## config.mk

```make
export PLATFORM = sky130hd
export DESIGN_NAME = mpu_pwm_upd_irq
export DESIGN_NICKNAME = d
export VERILOG_FILES = /design/src/pkg/mpu_pkg.sv /design/src/hw/mpu_irq_bank.sv /design/src/hw/mpu_pwm_upd_irq.sv
export VERILOG_INCLUDE_DIRS = /design/src /design/src/pkg
export SDC_FILE = /design/constraint.sdc
export NUM_CORES = 1
export LEC_CHECK = 0
export ABC_AREA = 1
export BUFFER_PORTS_ARGS = -buffer_cell sky130_fd_sc_hd__buf_2
export CAP_MARGIN = 40
export CORE_MARGIN = 2
export CORE_UTILIZATION = 30
export CTS_BUF_LIST = sky130_fd_sc_hd__clkbuf_4
export CTS_CLUSTER_DIAMETER = 150
export DETAILED_ROUTE_END_ITERATION = 6
export PLACE_DENSITY = 0.57
export SLEW_MARGIN = 20
export SYNTH_ARGS = -nofsm -noshare
export SYNTH_HDL_FRONTEND = slang
export SYNTH_HIERARCHICAL = 1
export SYNTH_SLANG_ARGS = --single-unit
```

## constraint.sdc

```tcl
create_clock -name mclk_i -period 3.6 [get_ports mclk_i]
set_input_delay 0.18 -clock mclk_i [delete_from_list [all_inputs] [get_ports mclk_i]]
set_output_delay 0.18 -clock mclk_i [all_outputs]
set_load 0.1 [all_outputs]
```

## src/pkg/mpu_consts.svh

```systemverilog
`ifndef MPU_CONSTS_SVH
`define MPU_CONSTS_SVH

// register byte offsets
`define MPU_OFS_CAP_CH2      12'h104
`define MPU_OFS_CAP_STATUS   12'h108
`define MPU_OFS_UPD_CTRL     12'h10c
`define MPU_OFS_IRQ_ENA      12'h110
`define MPU_OFS_IRQ_RAW      12'h114
`define MPU_OFS_IRQ_MASKED   12'h118
`define MPU_OFS_IRQ_CLR      12'h11c

// shadow_update_control field positions
`define MPU_UPD_GLOBAL_EN    0
`define MPU_UPD_GLOBAL_FORCE 1
`define MPU_UPD_OP0_EN       2
`define MPU_UPD_OP0_FORCE    3
`define MPU_UPD_OP1_EN       4
`define MPU_UPD_OP1_FORCE    5
`define MPU_UPD_OP2_EN       6
`define MPU_UPD_OP2_FORCE    7
`define MPU_UPD_WIDTH        8

// reset values
`define MPU_RST_CAP_CH2      32'h0000_0000
`define MPU_RST_CAP_STATUS   3'h0
`define MPU_RST_UPD_CTRL     8'h00
`define MPU_RST_IRQ_ENA      30'h0000_0000
`define MPU_RST_IRQ_RAW      30'h0000_0000

// interrupt sources and bus answers
`define MPU_IRQ_COUNT        30
`define MPU_RESP_OKAY        2'h0
`define MPU_RESP_DECODEERR   2'h3

`endif

```

## src/pkg/mpu_pkg.sv

```systemverilog
package mpu_pkg;

  // interrupt vector, first field at bit 29, last at bit 0
  typedef struct packed {
    logic [2:0] capture;
    logic [2:0] one_shot_trip;
    logic [2:0] per_cycle_trip;
    logic [2:0] comparator_b_match_event;
    logic [2:0] comparator_a_match_event;
    logic [2:0] fault_end;
    logic [2:0] fault_start;
    logic [2:0] timer_period_event;
    logic [2:0] timer_zero_event;
    logic [2:0] timer_stop;
  } mpu_irq_vec_t;

  // event sources from the pwm datapath; pulses except the two levels
  typedef struct packed {
    logic [2:0] capture;
    logic [2:0] one_shot_trip;
    logic [2:0] per_cycle_trip;
    logic [2:0] comparator_b_match_event;
    logic [2:0] comparator_a_match_event;
    logic [2:0] fault_level;
    logic [2:0] timer_period_event;
    logic [2:0] timer_zero_event;
    logic [2:0] timer_running;
  } mpu_src_t;

  typedef struct packed {
    logic        read;
    logic        write;
    logic [11:0] address;
    logic [31:0] writedata;
    logic [3:0]  byteenable;
  } mpu_av_req_t;

  typedef enum logic {
    MPU_BUS_IDLE,
    MPU_BUS_ACK
  } mpu_bus_state_t;

endpackage

```

## src/hw/mpu_irq_bank.sv

```systemverilog
`timescale 1ns/1ps
module mpu_irq_bank #(
  parameter int N = 30
) (
  // clock and reset
  input  wire logic         mclk_i,
  input  wire logic         rst_b_i,
  // sources and software control
  input  wire logic [N-1:0] event_i,
  input  wire logic [N-1:0] enable_i,
  input  wire logic [N-1:0] clear_i,
  // status
  output logic      [N-1:0] raw_o,
  output logic              irq_o
);

  logic [N-1:0] raw_reg;
  logic [N-1:0] raw_next;
  logic         irq_reg;
  logic         irq_next;

  // an event in the clearing cycle survives the clear
  assign raw_next = event_i | (raw_reg & ~clear_i);
  assign irq_next = |(raw_next & enable_i);

  always_ff @(posedge mclk_i or negedge rst_b_i) begin
    if (!rst_b_i) begin
      raw_reg <= '0;
      irq_reg <= 1'b0;
    end else begin
      raw_reg <= raw_next;
      irq_reg <= irq_next;
    end
  end

  assign raw_o = raw_reg;
  assign irq_o = irq_reg;

endmodule

```

## src/hw/mpu_pwm_upd_irq.sv

```systemverilog
// Function
// - read-only register holds timer value of the latest channel 2 capture, resets zero
// - inverting an operator force-update bit forces that operator's shadow load
// - inverting the global force-update bit forces a load of every active register
// - automatic shadow transfers happen only while global update enable is set
// - automatic operator loads need both the operator enable and the global enable
// - thirty read-write interrupt enable bits, all zero after reset
// - raw status records each event regardless of enable, resets zero
// - masked status is raw and enable; interrupt line is driven from it
// - each capture channel 0 to 2 has its own interrupt source
// - one-shot trip on each output 0 to 2 has its own source
// - cycle-by-cycle trip on each output 0 to 2 has its own source
// - comparator B match of each operator has its own source
// - comparator A match of each operator has its own source
// - end of each fault input has its own source
// - start of each fault input has its own source
// - period event of each timer has its own source
// - zero event of each timer has its own source
// - stop of each timer has its own source
// - writing one to a clear bit resets the matching raw bit
`timescale 1ns/1ps
`include "mpu_consts.svh"
module mpu_pwm_upd_irq #(
  parameter int NUM_OPS = 3,
  parameter int CAP_W   = 32
) (
  // clock and reset
  input  wire logic                 mclk_i,
  input  wire logic                 rst_b_i,
  // avalon-mm slave
  input  wire mpu_pkg::mpu_av_req_t av_req_i,
  output logic                      waitrequest_o,
  output logic [31:0]               readdata_o,
  output logic [1:0]                response_o,
  // capture datapath
  input  wire logic [CAP_W-1:0]     capture_value_i,
  input  wire logic [2:0]           capture_edge_i,
  // event sources
  input  wire mpu_pkg::mpu_src_t    src_i,
  // shadow load control
  input  wire logic [NUM_OPS-1:0]   op_load_point_i,
  input  wire logic                 global_load_point_i,
  output logic [NUM_OPS-1:0]        op_load_o,
  output logic                      global_load_o,
  output logic [NUM_OPS-1:0]        op_load_allow_o,
  output logic                      global_load_allow_o,
  // interrupt
  output logic                      irq_o
);

  localparam int NI = `MPU_IRQ_COUNT;

  // byte-lane merge of a write into a stored word
  function automatic logic [31:0] be_merge(input logic [31:0] old_v,
                                           input logic [31:0] new_v,
                                           input logic [3:0]  be);
    logic [31:0] r;
    r = old_v;
    for (int i = 0; i < 4; i++) begin
      if (be[i]) begin
        r[i*8 +: 8] = new_v[i*8 +: 8];
      end
    end
    return r;
  endfunction

  // bus handshake
  mpu_pkg::mpu_bus_state_t state_reg;
  mpu_pkg::mpu_bus_state_t state_next;
  logic                    waitrequest_reg;
  logic [31:0]             readdata_reg;
  logic [31:0]             readdata_next;
  logic [1:0]              response_reg;
  logic [1:0]              response_next;

  wire        req_any  = av_req_i.read | av_req_i.write;
  wire        wr_fire  = (state_reg == mpu_pkg::MPU_BUS_ACK) & av_req_i.write;
  wire [11:0] word_adr = {av_req_i.address[11:2], 2'b00};

  wire sel_cap   = (word_adr == `MPU_OFS_CAP_CH2);
  wire sel_stat  = (word_adr == `MPU_OFS_CAP_STATUS);
  wire sel_upd   = (word_adr == `MPU_OFS_UPD_CTRL);
  wire sel_ena   = (word_adr == `MPU_OFS_IRQ_ENA);
  wire sel_raw   = (word_adr == `MPU_OFS_IRQ_RAW);
  wire sel_mask  = (word_adr == `MPU_OFS_IRQ_MASKED);
  wire sel_clr   = (word_adr == `MPU_OFS_IRQ_CLR);
  wire sel_any   = sel_cap | sel_stat | sel_upd | sel_ena | sel_raw | sel_mask | sel_clr;

  // request is answered one edge after it is seen; the master samples the
  // answer on the following edge, which is also the edge a write lands on
  always_comb begin
    state_next = state_reg;
    unique case (state_reg)
      mpu_pkg::MPU_BUS_IDLE: begin
        if (req_any) begin
          state_next = mpu_pkg::MPU_BUS_ACK;
        end
      end
      mpu_pkg::MPU_BUS_ACK: begin
        state_next = mpu_pkg::MPU_BUS_IDLE;
      end
    endcase
  end

  always_ff @(posedge mclk_i or negedge rst_b_i) begin
    if (!rst_b_i) begin
      state_reg       <= mpu_pkg::MPU_BUS_IDLE;
      waitrequest_reg <= 1'b1;
    end else begin
      state_reg       <= state_next;
      waitrequest_reg <= (state_next != mpu_pkg::MPU_BUS_ACK);
    end
  end

  // capture registers
  logic [CAP_W-1:0] cap_ch2_reg;
  logic [2:0]       cap_stat_reg;
  logic [2:0]       cap_stat_next;

  always_comb begin
    for (int c = 0; c < 3; c++) begin
      cap_stat_next[c] = src_i.capture[c] ? capture_edge_i[c] : cap_stat_reg[c];
    end
  end

  always_ff @(posedge mclk_i or negedge rst_b_i) begin
    if (!rst_b_i) begin
      cap_ch2_reg  <= CAP_W'(`MPU_RST_CAP_CH2);
      cap_stat_reg <= `MPU_RST_CAP_STATUS;
    end else begin
      if (src_i.capture[2]) begin
        cap_ch2_reg <= capture_value_i;
      end
      cap_stat_reg <= cap_stat_next;
    end
  end

  // shadow update control
  logic [`MPU_UPD_WIDTH-1:0] upd_reg;
  logic [`MPU_UPD_WIDTH-1:0] upd_next;
  logic [NUM_OPS-1:0]        op_load_reg;
  logic [NUM_OPS-1:0]        op_load_next;
  logic [NUM_OPS-1:0]        op_allow_reg;
  logic                      glb_load_reg;
  logic                      glb_allow_reg;

  wire [31:0] upd_merged = be_merge({{(32-`MPU_UPD_WIDTH){1'b0}}, upd_reg},
                                    av_req_i.writedata, av_req_i.byteenable);
  wire        upd_wr     = wr_fire & sel_upd;
  assign upd_next = upd_wr ? upd_merged[`MPU_UPD_WIDTH-1:0] : upd_reg;

  // a force request is any change of the toggle bit, not its level
  wire [`MPU_UPD_WIDTH-1:0] upd_flip = upd_next ^ upd_reg;
  wire                      glb_en    = upd_reg[`MPU_UPD_GLOBAL_EN];
  wire                      glb_force = upd_flip[`MPU_UPD_GLOBAL_FORCE];

  wire [2:0] op_en    = {upd_reg[`MPU_UPD_OP2_EN],
                         upd_reg[`MPU_UPD_OP1_EN],
                         upd_reg[`MPU_UPD_OP0_EN]};
  wire [2:0] op_force = {upd_flip[`MPU_UPD_OP2_FORCE],
                         upd_flip[`MPU_UPD_OP1_FORCE],
                         upd_flip[`MPU_UPD_OP0_FORCE]};

  wire [NUM_OPS-1:0] op_allow = op_en[NUM_OPS-1:0] & {NUM_OPS{glb_en}};

  // forced loads bypass the enables; automatic loads need the enables
  assign op_load_next = op_force[NUM_OPS-1:0]
                      | {NUM_OPS{glb_force}}
                      | (op_load_point_i & op_allow);

  always_ff @(posedge mclk_i or negedge rst_b_i) begin
    if (!rst_b_i) begin
      upd_reg       <= `MPU_RST_UPD_CTRL;
      op_load_reg   <= '0;
      op_allow_reg  <= '0;
      glb_load_reg  <= 1'b0;
      glb_allow_reg <= 1'b0;
    end else begin
      upd_reg       <= upd_next;
      op_load_reg   <= op_load_next;
      op_allow_reg  <= op_allow;
      glb_load_reg  <= glb_force | (global_load_point_i & glb_en);
      glb_allow_reg <= glb_en;
    end
  end

  // interrupt sources
  logic [2:0] fault_prev_reg;
  logic [2:0] run_prev_reg;

  always_ff @(posedge mclk_i or negedge rst_b_i) begin
    if (!rst_b_i) begin
      fault_prev_reg <= 3'h0;
      run_prev_reg   <= 3'h0;
    end else begin
      fault_prev_reg <= src_i.fault_level;
      run_prev_reg   <= src_i.timer_running;
    end
  end

  mpu_pkg::mpu_irq_vec_t evt;

  assign evt.capture                  = src_i.capture;
  assign evt.one_shot_trip            = src_i.one_shot_trip;
  assign evt.per_cycle_trip           = src_i.per_cycle_trip;
  assign evt.comparator_b_match_event = src_i.comparator_b_match_event;
  assign evt.comparator_a_match_event = src_i.comparator_a_match_event;
  assign evt.fault_end                = fault_prev_reg & ~src_i.fault_level;
  assign evt.fault_start              = ~fault_prev_reg & src_i.fault_level;
  assign evt.timer_period_event       = src_i.timer_period_event;
  assign evt.timer_zero_event         = src_i.timer_zero_event;
  assign evt.timer_stop               = run_prev_reg & ~src_i.timer_running;

  // interrupt registers
  logic [NI-1:0] ena_reg;
  logic [NI-1:0] raw_w;

  wire [31:0] ena_merged = be_merge({2'b00, ena_reg}, av_req_i.writedata, av_req_i.byteenable);
  wire [31:0] clr_merged = be_merge(32'h0000_0000, av_req_i.writedata, av_req_i.byteenable);
  wire [NI-1:0] clr_vec  = (wr_fire & sel_clr) ? clr_merged[NI-1:0] : '0;
  wire [NI-1:0] masked   = raw_w & ena_reg;

  always_ff @(posedge mclk_i or negedge rst_b_i) begin
    if (!rst_b_i) begin
      ena_reg <= `MPU_RST_IRQ_ENA;
    end else if (wr_fire & sel_ena) begin
      ena_reg <= ena_merged[NI-1:0];
    end
  end

  mpu_irq_bank #(
    .N (NI)
  ) u_irq_bank (
    .mclk_i   (mclk_i),
    .rst_b_i  (rst_b_i),
    .event_i  (evt),
    .enable_i (ena_reg),
    .clear_i  (clr_vec),
    .raw_o    (raw_w),
    .irq_o    (irq_o)
  );

  // read mux
  // clear register is write-only and reads zero; unused high bits read zero
  wire [31:0] rd_cap  = 32'(cap_ch2_reg);
  wire [31:0] rd_stat = {29'h0000_0000, cap_stat_reg};
  wire [31:0] rd_upd  = {{(32-`MPU_UPD_WIDTH){1'b0}}, upd_reg};
  wire [31:0] rd_ena  = {2'b00, ena_reg};
  wire [31:0] rd_raw  = {2'b00, raw_w};
  wire [31:0] rd_mask = {2'b00, masked};

  assign readdata_next = ({32{sel_cap}}  & rd_cap)
                       | ({32{sel_stat}} & rd_stat)
                       | ({32{sel_upd}}  & rd_upd)
                       | ({32{sel_ena}}  & rd_ena)
                       | ({32{sel_raw}}  & rd_raw)
                       | ({32{sel_mask}} & rd_mask);
  assign response_next = sel_any ? `MPU_RESP_OKAY : `MPU_RESP_DECODEERR;

  always_ff @(posedge mclk_i or negedge rst_b_i) begin
    if (!rst_b_i) begin
      readdata_reg <= 32'h0000_0000;
      response_reg <= `MPU_RESP_OKAY;
    end else if (state_reg == mpu_pkg::MPU_BUS_IDLE && req_any) begin
      readdata_reg <= av_req_i.read ? readdata_next : 32'h0000_0000;
      response_reg <= response_next;
    end
  end

  assign waitrequest_o       = waitrequest_reg;
  assign readdata_o          = readdata_reg;
  assign response_o          = response_reg;
  assign op_load_o           = op_load_reg;
  assign global_load_o       = glb_load_reg;
  assign op_load_allow_o     = op_allow_reg;
  assign global_load_allow_o = glb_allow_reg;

endmodule

```

# Word level (Yosys, flattened, before mapping)
# Cells that the tools add are included.
# word_totals
word_cells	87
regBits	154
output_inout_bits	44
input_bits	118
# classes
bitwise	42
mux	11
n_eq_ne	7
n_reduce_logical	6
# op_table
op	n
bitwise OR 32 bit	5
AND 32 x 30 -> 32 bit	3
AND 30 bit	3
== test 10 x 7 -> 1 bit, second input constant	7
2-to-1 mux 8 bit	5
AND 32 x 3 -> 32 bit	1
AND 32 bit	1
AND 32 x 8 -> 32 bit	1
2-to-1 mux 32 bit	1
2-to-1 mux 30 bit	1
inverter 30 bit	1
bitwise OR 30 bit	1
OR reduction 30 bit	1
AND 3 bit	5
inverter 3 bit	3
bitwise OR 1 bit	8
AND reduction 2 bit	4
bitwise XOR 8 bit	1
2-to-1 mux 6 bit	1
bitwise OR 3 bit	2
AND 1 bit	5
2-to-1 mux 2 bit	1
inverter 1 bit	2
case mux 1 bit (2 select lines)	1
2 further kinds	2

# Logic depth before layout (Yosys ltp)
# logic_depth
word_depth	8
depth_mapped	17
depth_no_buf	17

# Hierarchy
# The synthesis kept the hierarchy.
# modules_own_cells
mod	cells_per_inst	n_inst	seq_area_each_um2	area_per_inst_um2
mpu_pwm_upd_irq	741	1	3054.2	5964.5
mpu_irq_bank	189	1	775.7	1584.0

# Worst setup path after synthesis
# Ideal clock, no wire load.
# synth_path
path_kind	in2reg
startpoint	in av_req_i[44] (netlist bit)
endpoint	reg u_irq_bank.irq_reg, in the netlist u_irq_bank/irq_o
t_required_ns	3.481
slack_ns	1.857
arrival_ns	1.624
cell_stages	15
path_buffers	0
setup_time_ns	0.119
cell_sequence	inv_1 -> nor2_1 -> nand2_2 -> nor2_4 -> nand2_1 -> nor2_1 -> nand2_1 -> nor2_1 -> o21bai_4 -> nand2_1 -> nand2_1 -> nor2_1 -> nand2_1 -> nor2_1 -> nand2_1
# synth_between
elab_chain_cells	8
# synth_rtl
element	line_no	text
start, declared	mpu_pwm_upd_irq.sv:31	input wire mpu_pkg::mpu_av_req_t av_req_i,
== test 10 x 7 -> 1 bit (no source line)	--	
AND 1 bit	mpu_pwm_upd_irq.sv:220	wire [NI-1:0] clr_vec = (wr_fire & sel_clr) ? clr_merged[NI-1:0] : '0;
2-to-1 mux 30 bit	mpu_pwm_upd_irq.sv:220	
net clr_vec[11]	mpu_pwm_upd_irq.sv:220	
inverter 30 bit	mpu_irq_bank.sv:23	assign raw_next = event_i | (raw_reg & ~clear_i);
AND 30 bit	mpu_irq_bank.sv:23	
bitwise OR 30 bit	mpu_irq_bank.sv:23	
net u_irq_bank.raw_next[11]	mpu_irq_bank.sv:18	logic [N-1:0] raw_next;
AND 30 bit	mpu_irq_bank.sv:24	assign irq_next = |(raw_next & enable_i);
OR reduction 30 bit	mpu_irq_bank.sv:24	
net u_irq_bank.irq_next	mpu_irq_bank.sv:20	logic irq_next;
end signal, assigned	mpu_irq_bank.sv:32	irq_reg <= irq_next;
end, declared	mpu_irq_bank.sv:19	logic irq_reg;
# The timed path passes the listed nets, and every way through them passes these cells.
# A chain may end at the register's enable or synchronous reset.

# Worst setup path in the final report
# layout_path
startpoint	in av_req_i[49] (netlist bit)
endpoint	reg readdata_reg[18], in the netlist readdata_o[18]
# layout_between
elab_chain_cells	2
word_cells_on_any_way	3
cone_classes	mux: 1; bitwise: 1; reduce/logical: 1
# layout_rtl
element	line_no	text
bitwise OR 1 bit	mpu_pwm_upd_irq.sv:76	wire req_any = av_req_i.read | av_req_i.write;
logical AND 1 bit	mpu_pwm_upd_irq.sv:264	end else if (state_reg == mpu_pkg::MPU_BUS_IDLE && req_any) begin
end signal, assigned	mpu_pwm_upd_irq.sv:265	readdata_reg <= av_req_i.read ? readdata_next : 32'h0000_0000;
end, declared	mpu_pwm_upd_irq.sv:71	logic [31:0] readdata_reg;
# Parallel ways exist; a longest one is shown, timed or not.

==> impl_results.rst <==
.. list-table::
   :header-rows: 1

   * - Metric
     - Value
   * - Maximum root-to-sink buffer count
     - 2
   * - Worst EP arrival
     - 3.21 ns
   * - Worst setup SP type
     - input port
   * - Library cell with the largest summed area after synthesis
     - dfrtp_1
   * - Critical path cell sequence
     - dlygate4sd3_1 -> buf_2 -> nor2_1 -> dlygate4sd3_1 -> nor2_1 -> inv_2 -> nor2_2 -> buf_12 -> o21ai_0 -> nand2_1
   * - Number of nets with antenna violations after detailed routing
     - 0
   * - Worst EP required
     - ~4.1 ns
   * - Slowest stage cell, crit path
     - nor2_2
   * - Total number of vias
     - 6908
   * - Worst Tran Pin Value
     - 0.825 ns
   * - Maximum cell stage delay along the critical path
     - between 0.7 and 0.8 ns
   * - Wire length of the first global-routing pass
     - 37300 um
   * - Number of global-route vias before repair
     - 6854
   * - Number of buffer cells added on primary ports
     - ~160
   * - Number of placed instances with taps included
     - around 1400
   * - Final total negative setup slack
     - 0 ns
   * - Synth warnings
     - 6
   * - Cell depth of the worst flop-to-flop path
     - 8
   * - Worst setup path start
     - av_req_i[49]
   * - Number of standard cells in the layout, taps in and fillers out
     - 1565
   * - Summed instance area of the synthesized netlist
     - 7550 um^2
   * - Fin. Hold Viols
     - 0
   * - Run status
     - finished clean
   * - Clock tree from TritonCTS
     - built
   * - Register area share after synthesis
     - 0.507
   * - Detailed router's first-iteration violation count
     - 471
   * - Proportion of layout cells with a drive suffix above 1
     - 0.216
   * - Synth-to-Final Area Change
     - 37.0%
   * - H-tree depth reported by CTS
     - 4
   * - Detailed Place HPWL
     - approximately 16000 um
   * - Core region area
     - 25000 um^2
   * - Kind of end point of the critical path
     - flip-flop
   * - Vias per Instance
     - 4.41
   * - Max IR drop VDD
     - 0.151 mV
   * - Final period util
     - 0.752
   * - Die area
     - 26400 um^2
   * - Filler cell count
     - 2542
   * - Detailed-route wire length
     - between 20000 and 25000 um
   * - Starting density of the core
     - 0.302
   * - Detail-routed net length per standard cell
     - between 15 and 20 um
   * - Total congestion overflow
     - 0
   * - Worst Path Class, Setup
     - in2reg
   * - DRC errors left
     - 0
   * - Unrepaired setup endpoints after global routing
     - false
   * - Inserted Clock Buffers
     - 17
   * - Count of mapped cells out of synthesis
     - 930
   * - Min Clock Period, post-route
     - 2.71 ns
   * - Pleak
     - 5.49 nW
   * - Critical path buffers and inverters
     - 5
   * - Area share of the leading cell type in the synthesized netlist
     - 0.504
   * - End of the critical path
     - readdata_o[18]
   * - Net count reported at finish
     - 1339
   * - Num ports
     - 162
   * - Post-route cell area
     - 10300 um^2
   * - Height of the die
     - ~160 um
   * - Reg2reg start
     - state_reg
   * - Clock transition at the registers of the reported paths
     - 0.14 ns
   * - Worst-skew pair later-pin latency
     - 0.57 ns
   * - Dominant cells by area after synthesis
     - dfrtp_1, nand2_1, inv_1
   * - Top achievable clock speed
     - about 370 MHz
   * - Worst Skew
     - 0.0222 ns
   * - Maximum number of pins on one net before global-route repair
     - 86
   * - Max Transition Viols Final
     - 0
   * - Clock tree root buffer cell
     - clkbuf_4
   * - Sink count of the clock tree
     - 153
   * - Gate family responsible for the most delay along the worst path
     - buffers and inverters
   * - Net count after synthesis
     - 1048
   * - Row Count
     - 58
   * - Max-cap viol count
     - 0
   * - Worst slew margin
     - 0.450
   * - Resized Gates After CTS
     - 0
   * - Path class of the lowest-slack min-delay path
     - in2reg
   * - Unique cell type count in the Yosys netlist
     - 29
   * - Number of antenna violations at the first check in global routing
     - 1
   * - Critical Path Stages
     - 10
   * - Overall track demand over capacity in global routing
     - 0.184
   * - R2R Path End
     - u_irq_bank/raw_o[5]
   * - Endpoints failing setup
     - 0
   * - GP Congestion
     - 0.813
   * - Area after detailed placement
     - 8680 um^2
   * - Total power density per cell area
     - 320 nW/um^2
   * - Reg-to-reg setup timing slack
     - 1.11 ns
   * - Synthesized flop and latch total
     - between 150 and 200
   * - Die W
     - 163 um
   * - Post-synthesis area per instance
     - 8.12 um^2
   * - Detailed-router iteration count before antenna repair
     - 5
   * - Largest fanout of any net on the critical path
     - 35
[stage by stage]
stage	setup slack, ns	hold slack (ns)	util	total power [W]
after floorplan	1.86	-0.116	-	0.00198
final	0.893	0.0615	0.414	0.00331
after global routing	0.761	0.00328	0.414	0.00349
after global placement	0.808	0.308	0.348	0.00216
after detailed placement	0.750	0.308	0.348	0.00216
after CTS	0.859	0.000896	0.412	0.00335
[repair_timing]
item / in CTS / in global routing
buffers inserted: 0 / 0
hold endpoints to repair: 196 / 21
hold buffers: 133 / 2
[where the power goes]
part	internal, W	switching [W]	leakage [nW]
Combinational	0.000183	0.000243	3.58
Clock	0.000423	0.000671	0.149
Sequential	0.00177	0.0000228	1.76
Total	0.00237	0.000937	5.49
[synthesized netlist by cell type (all sizes together)]
cell type,n
nand2,279
inv,164
dfrtp,152
nor2,103
o21ai,66
nand3,49
a21oi,36
mux2,19
buf,17
o2111ai,14
o21bai,14
clkbuf,11
nand4,3
a21boi,2
dfstp,1
[logic make-up after synthesis]
kind of cell    Yosys count  synth area share
compound gates          132             0.116
mux                      19            0.0283
simple gates            434             0.246
flops                   153             0.507
buf+inv                 192             0.102
[placed cells by master (no fill, tap or decap), types with 2 or more instances in the layout]
cell type      synthesis  final
clkinv_4               0      2
nand2_2               22     22
clkbuf_4               0     18
clkinvlp_4             0      2
dlygate4sd3_1          0    135
inv_6                  0      4
a21oi_1               36     36
dfrtp_1              152    152
inv_2                  5      5
nor2_4                 5      5
o21bai_1               3      3
buf_12                 0      2
nand4_1                3      3
nor2_8                 2      2
clkinv_2               0      2
bufinv_16              0      2
clkinv_1               0      2
mux2_2                19     19
buf_4                  3      5
o21ai_0               54     54
buf_2                  9    156
a21boi_0               2      2
nand2_4                2      2
nor2_2                 2      3
nor2_1                94     93
inv_1                159    159
o2111ai_1             14     14
o21ai_1               12     12
nand3_1               47     47
nand2_1              255    255
o21bai_4              11     11
[routing by layer]
layer	vias to the layer above	GRT usage	wire, um
li1	3455	-	-
met1	3237	0.256	11100
met2	179	0.291	10900
met3	37	0.0308	933
met4	0	0.0628	555
met5	-	0	0
[layout make-up]
cell class                 instances  area (um^2)  share of cell area
antenna                            1         2.50            0.000242
clock buffer                      18          135              0.0131
clock inverter                    14          145              0.0140
inverter                         164          616              0.0595
multi-input combinational        585         2950               0.286
sequential                       153         3830               0.370
tap                              330          413              0.0399
timing repair buffer             300         2250               0.217
[worst min-delay path: stages]
cell     delay (ns)
buf_2          0.07
inv_1          0.11
nand3_1        0.11
nand3_1        0.08
[worst min path at each step]
stage / from / to / slack (ns) / cells past startpoint
5_1_grt: av_req_i[2] / ena_reg[17] / 0.003 / 3
3_3_place_gp: rst_b_i / readdata_o[17] / 0.31 / 1
4_1_cts: av_req_i[3] / ena_reg[29] / 0.0009 / 3
2_1_floorplan: rst_b_i / asynchronous set/reset pin / -0.12 / 0
6_report: av_req_i[11] / op_load_o[2] / 0.06 / 4
3_5_place_dp: rst_b_i / cap_ch2_reg[17] / 0.31 / 1
No activity file was read; power rests on OpenSTA's default activity.
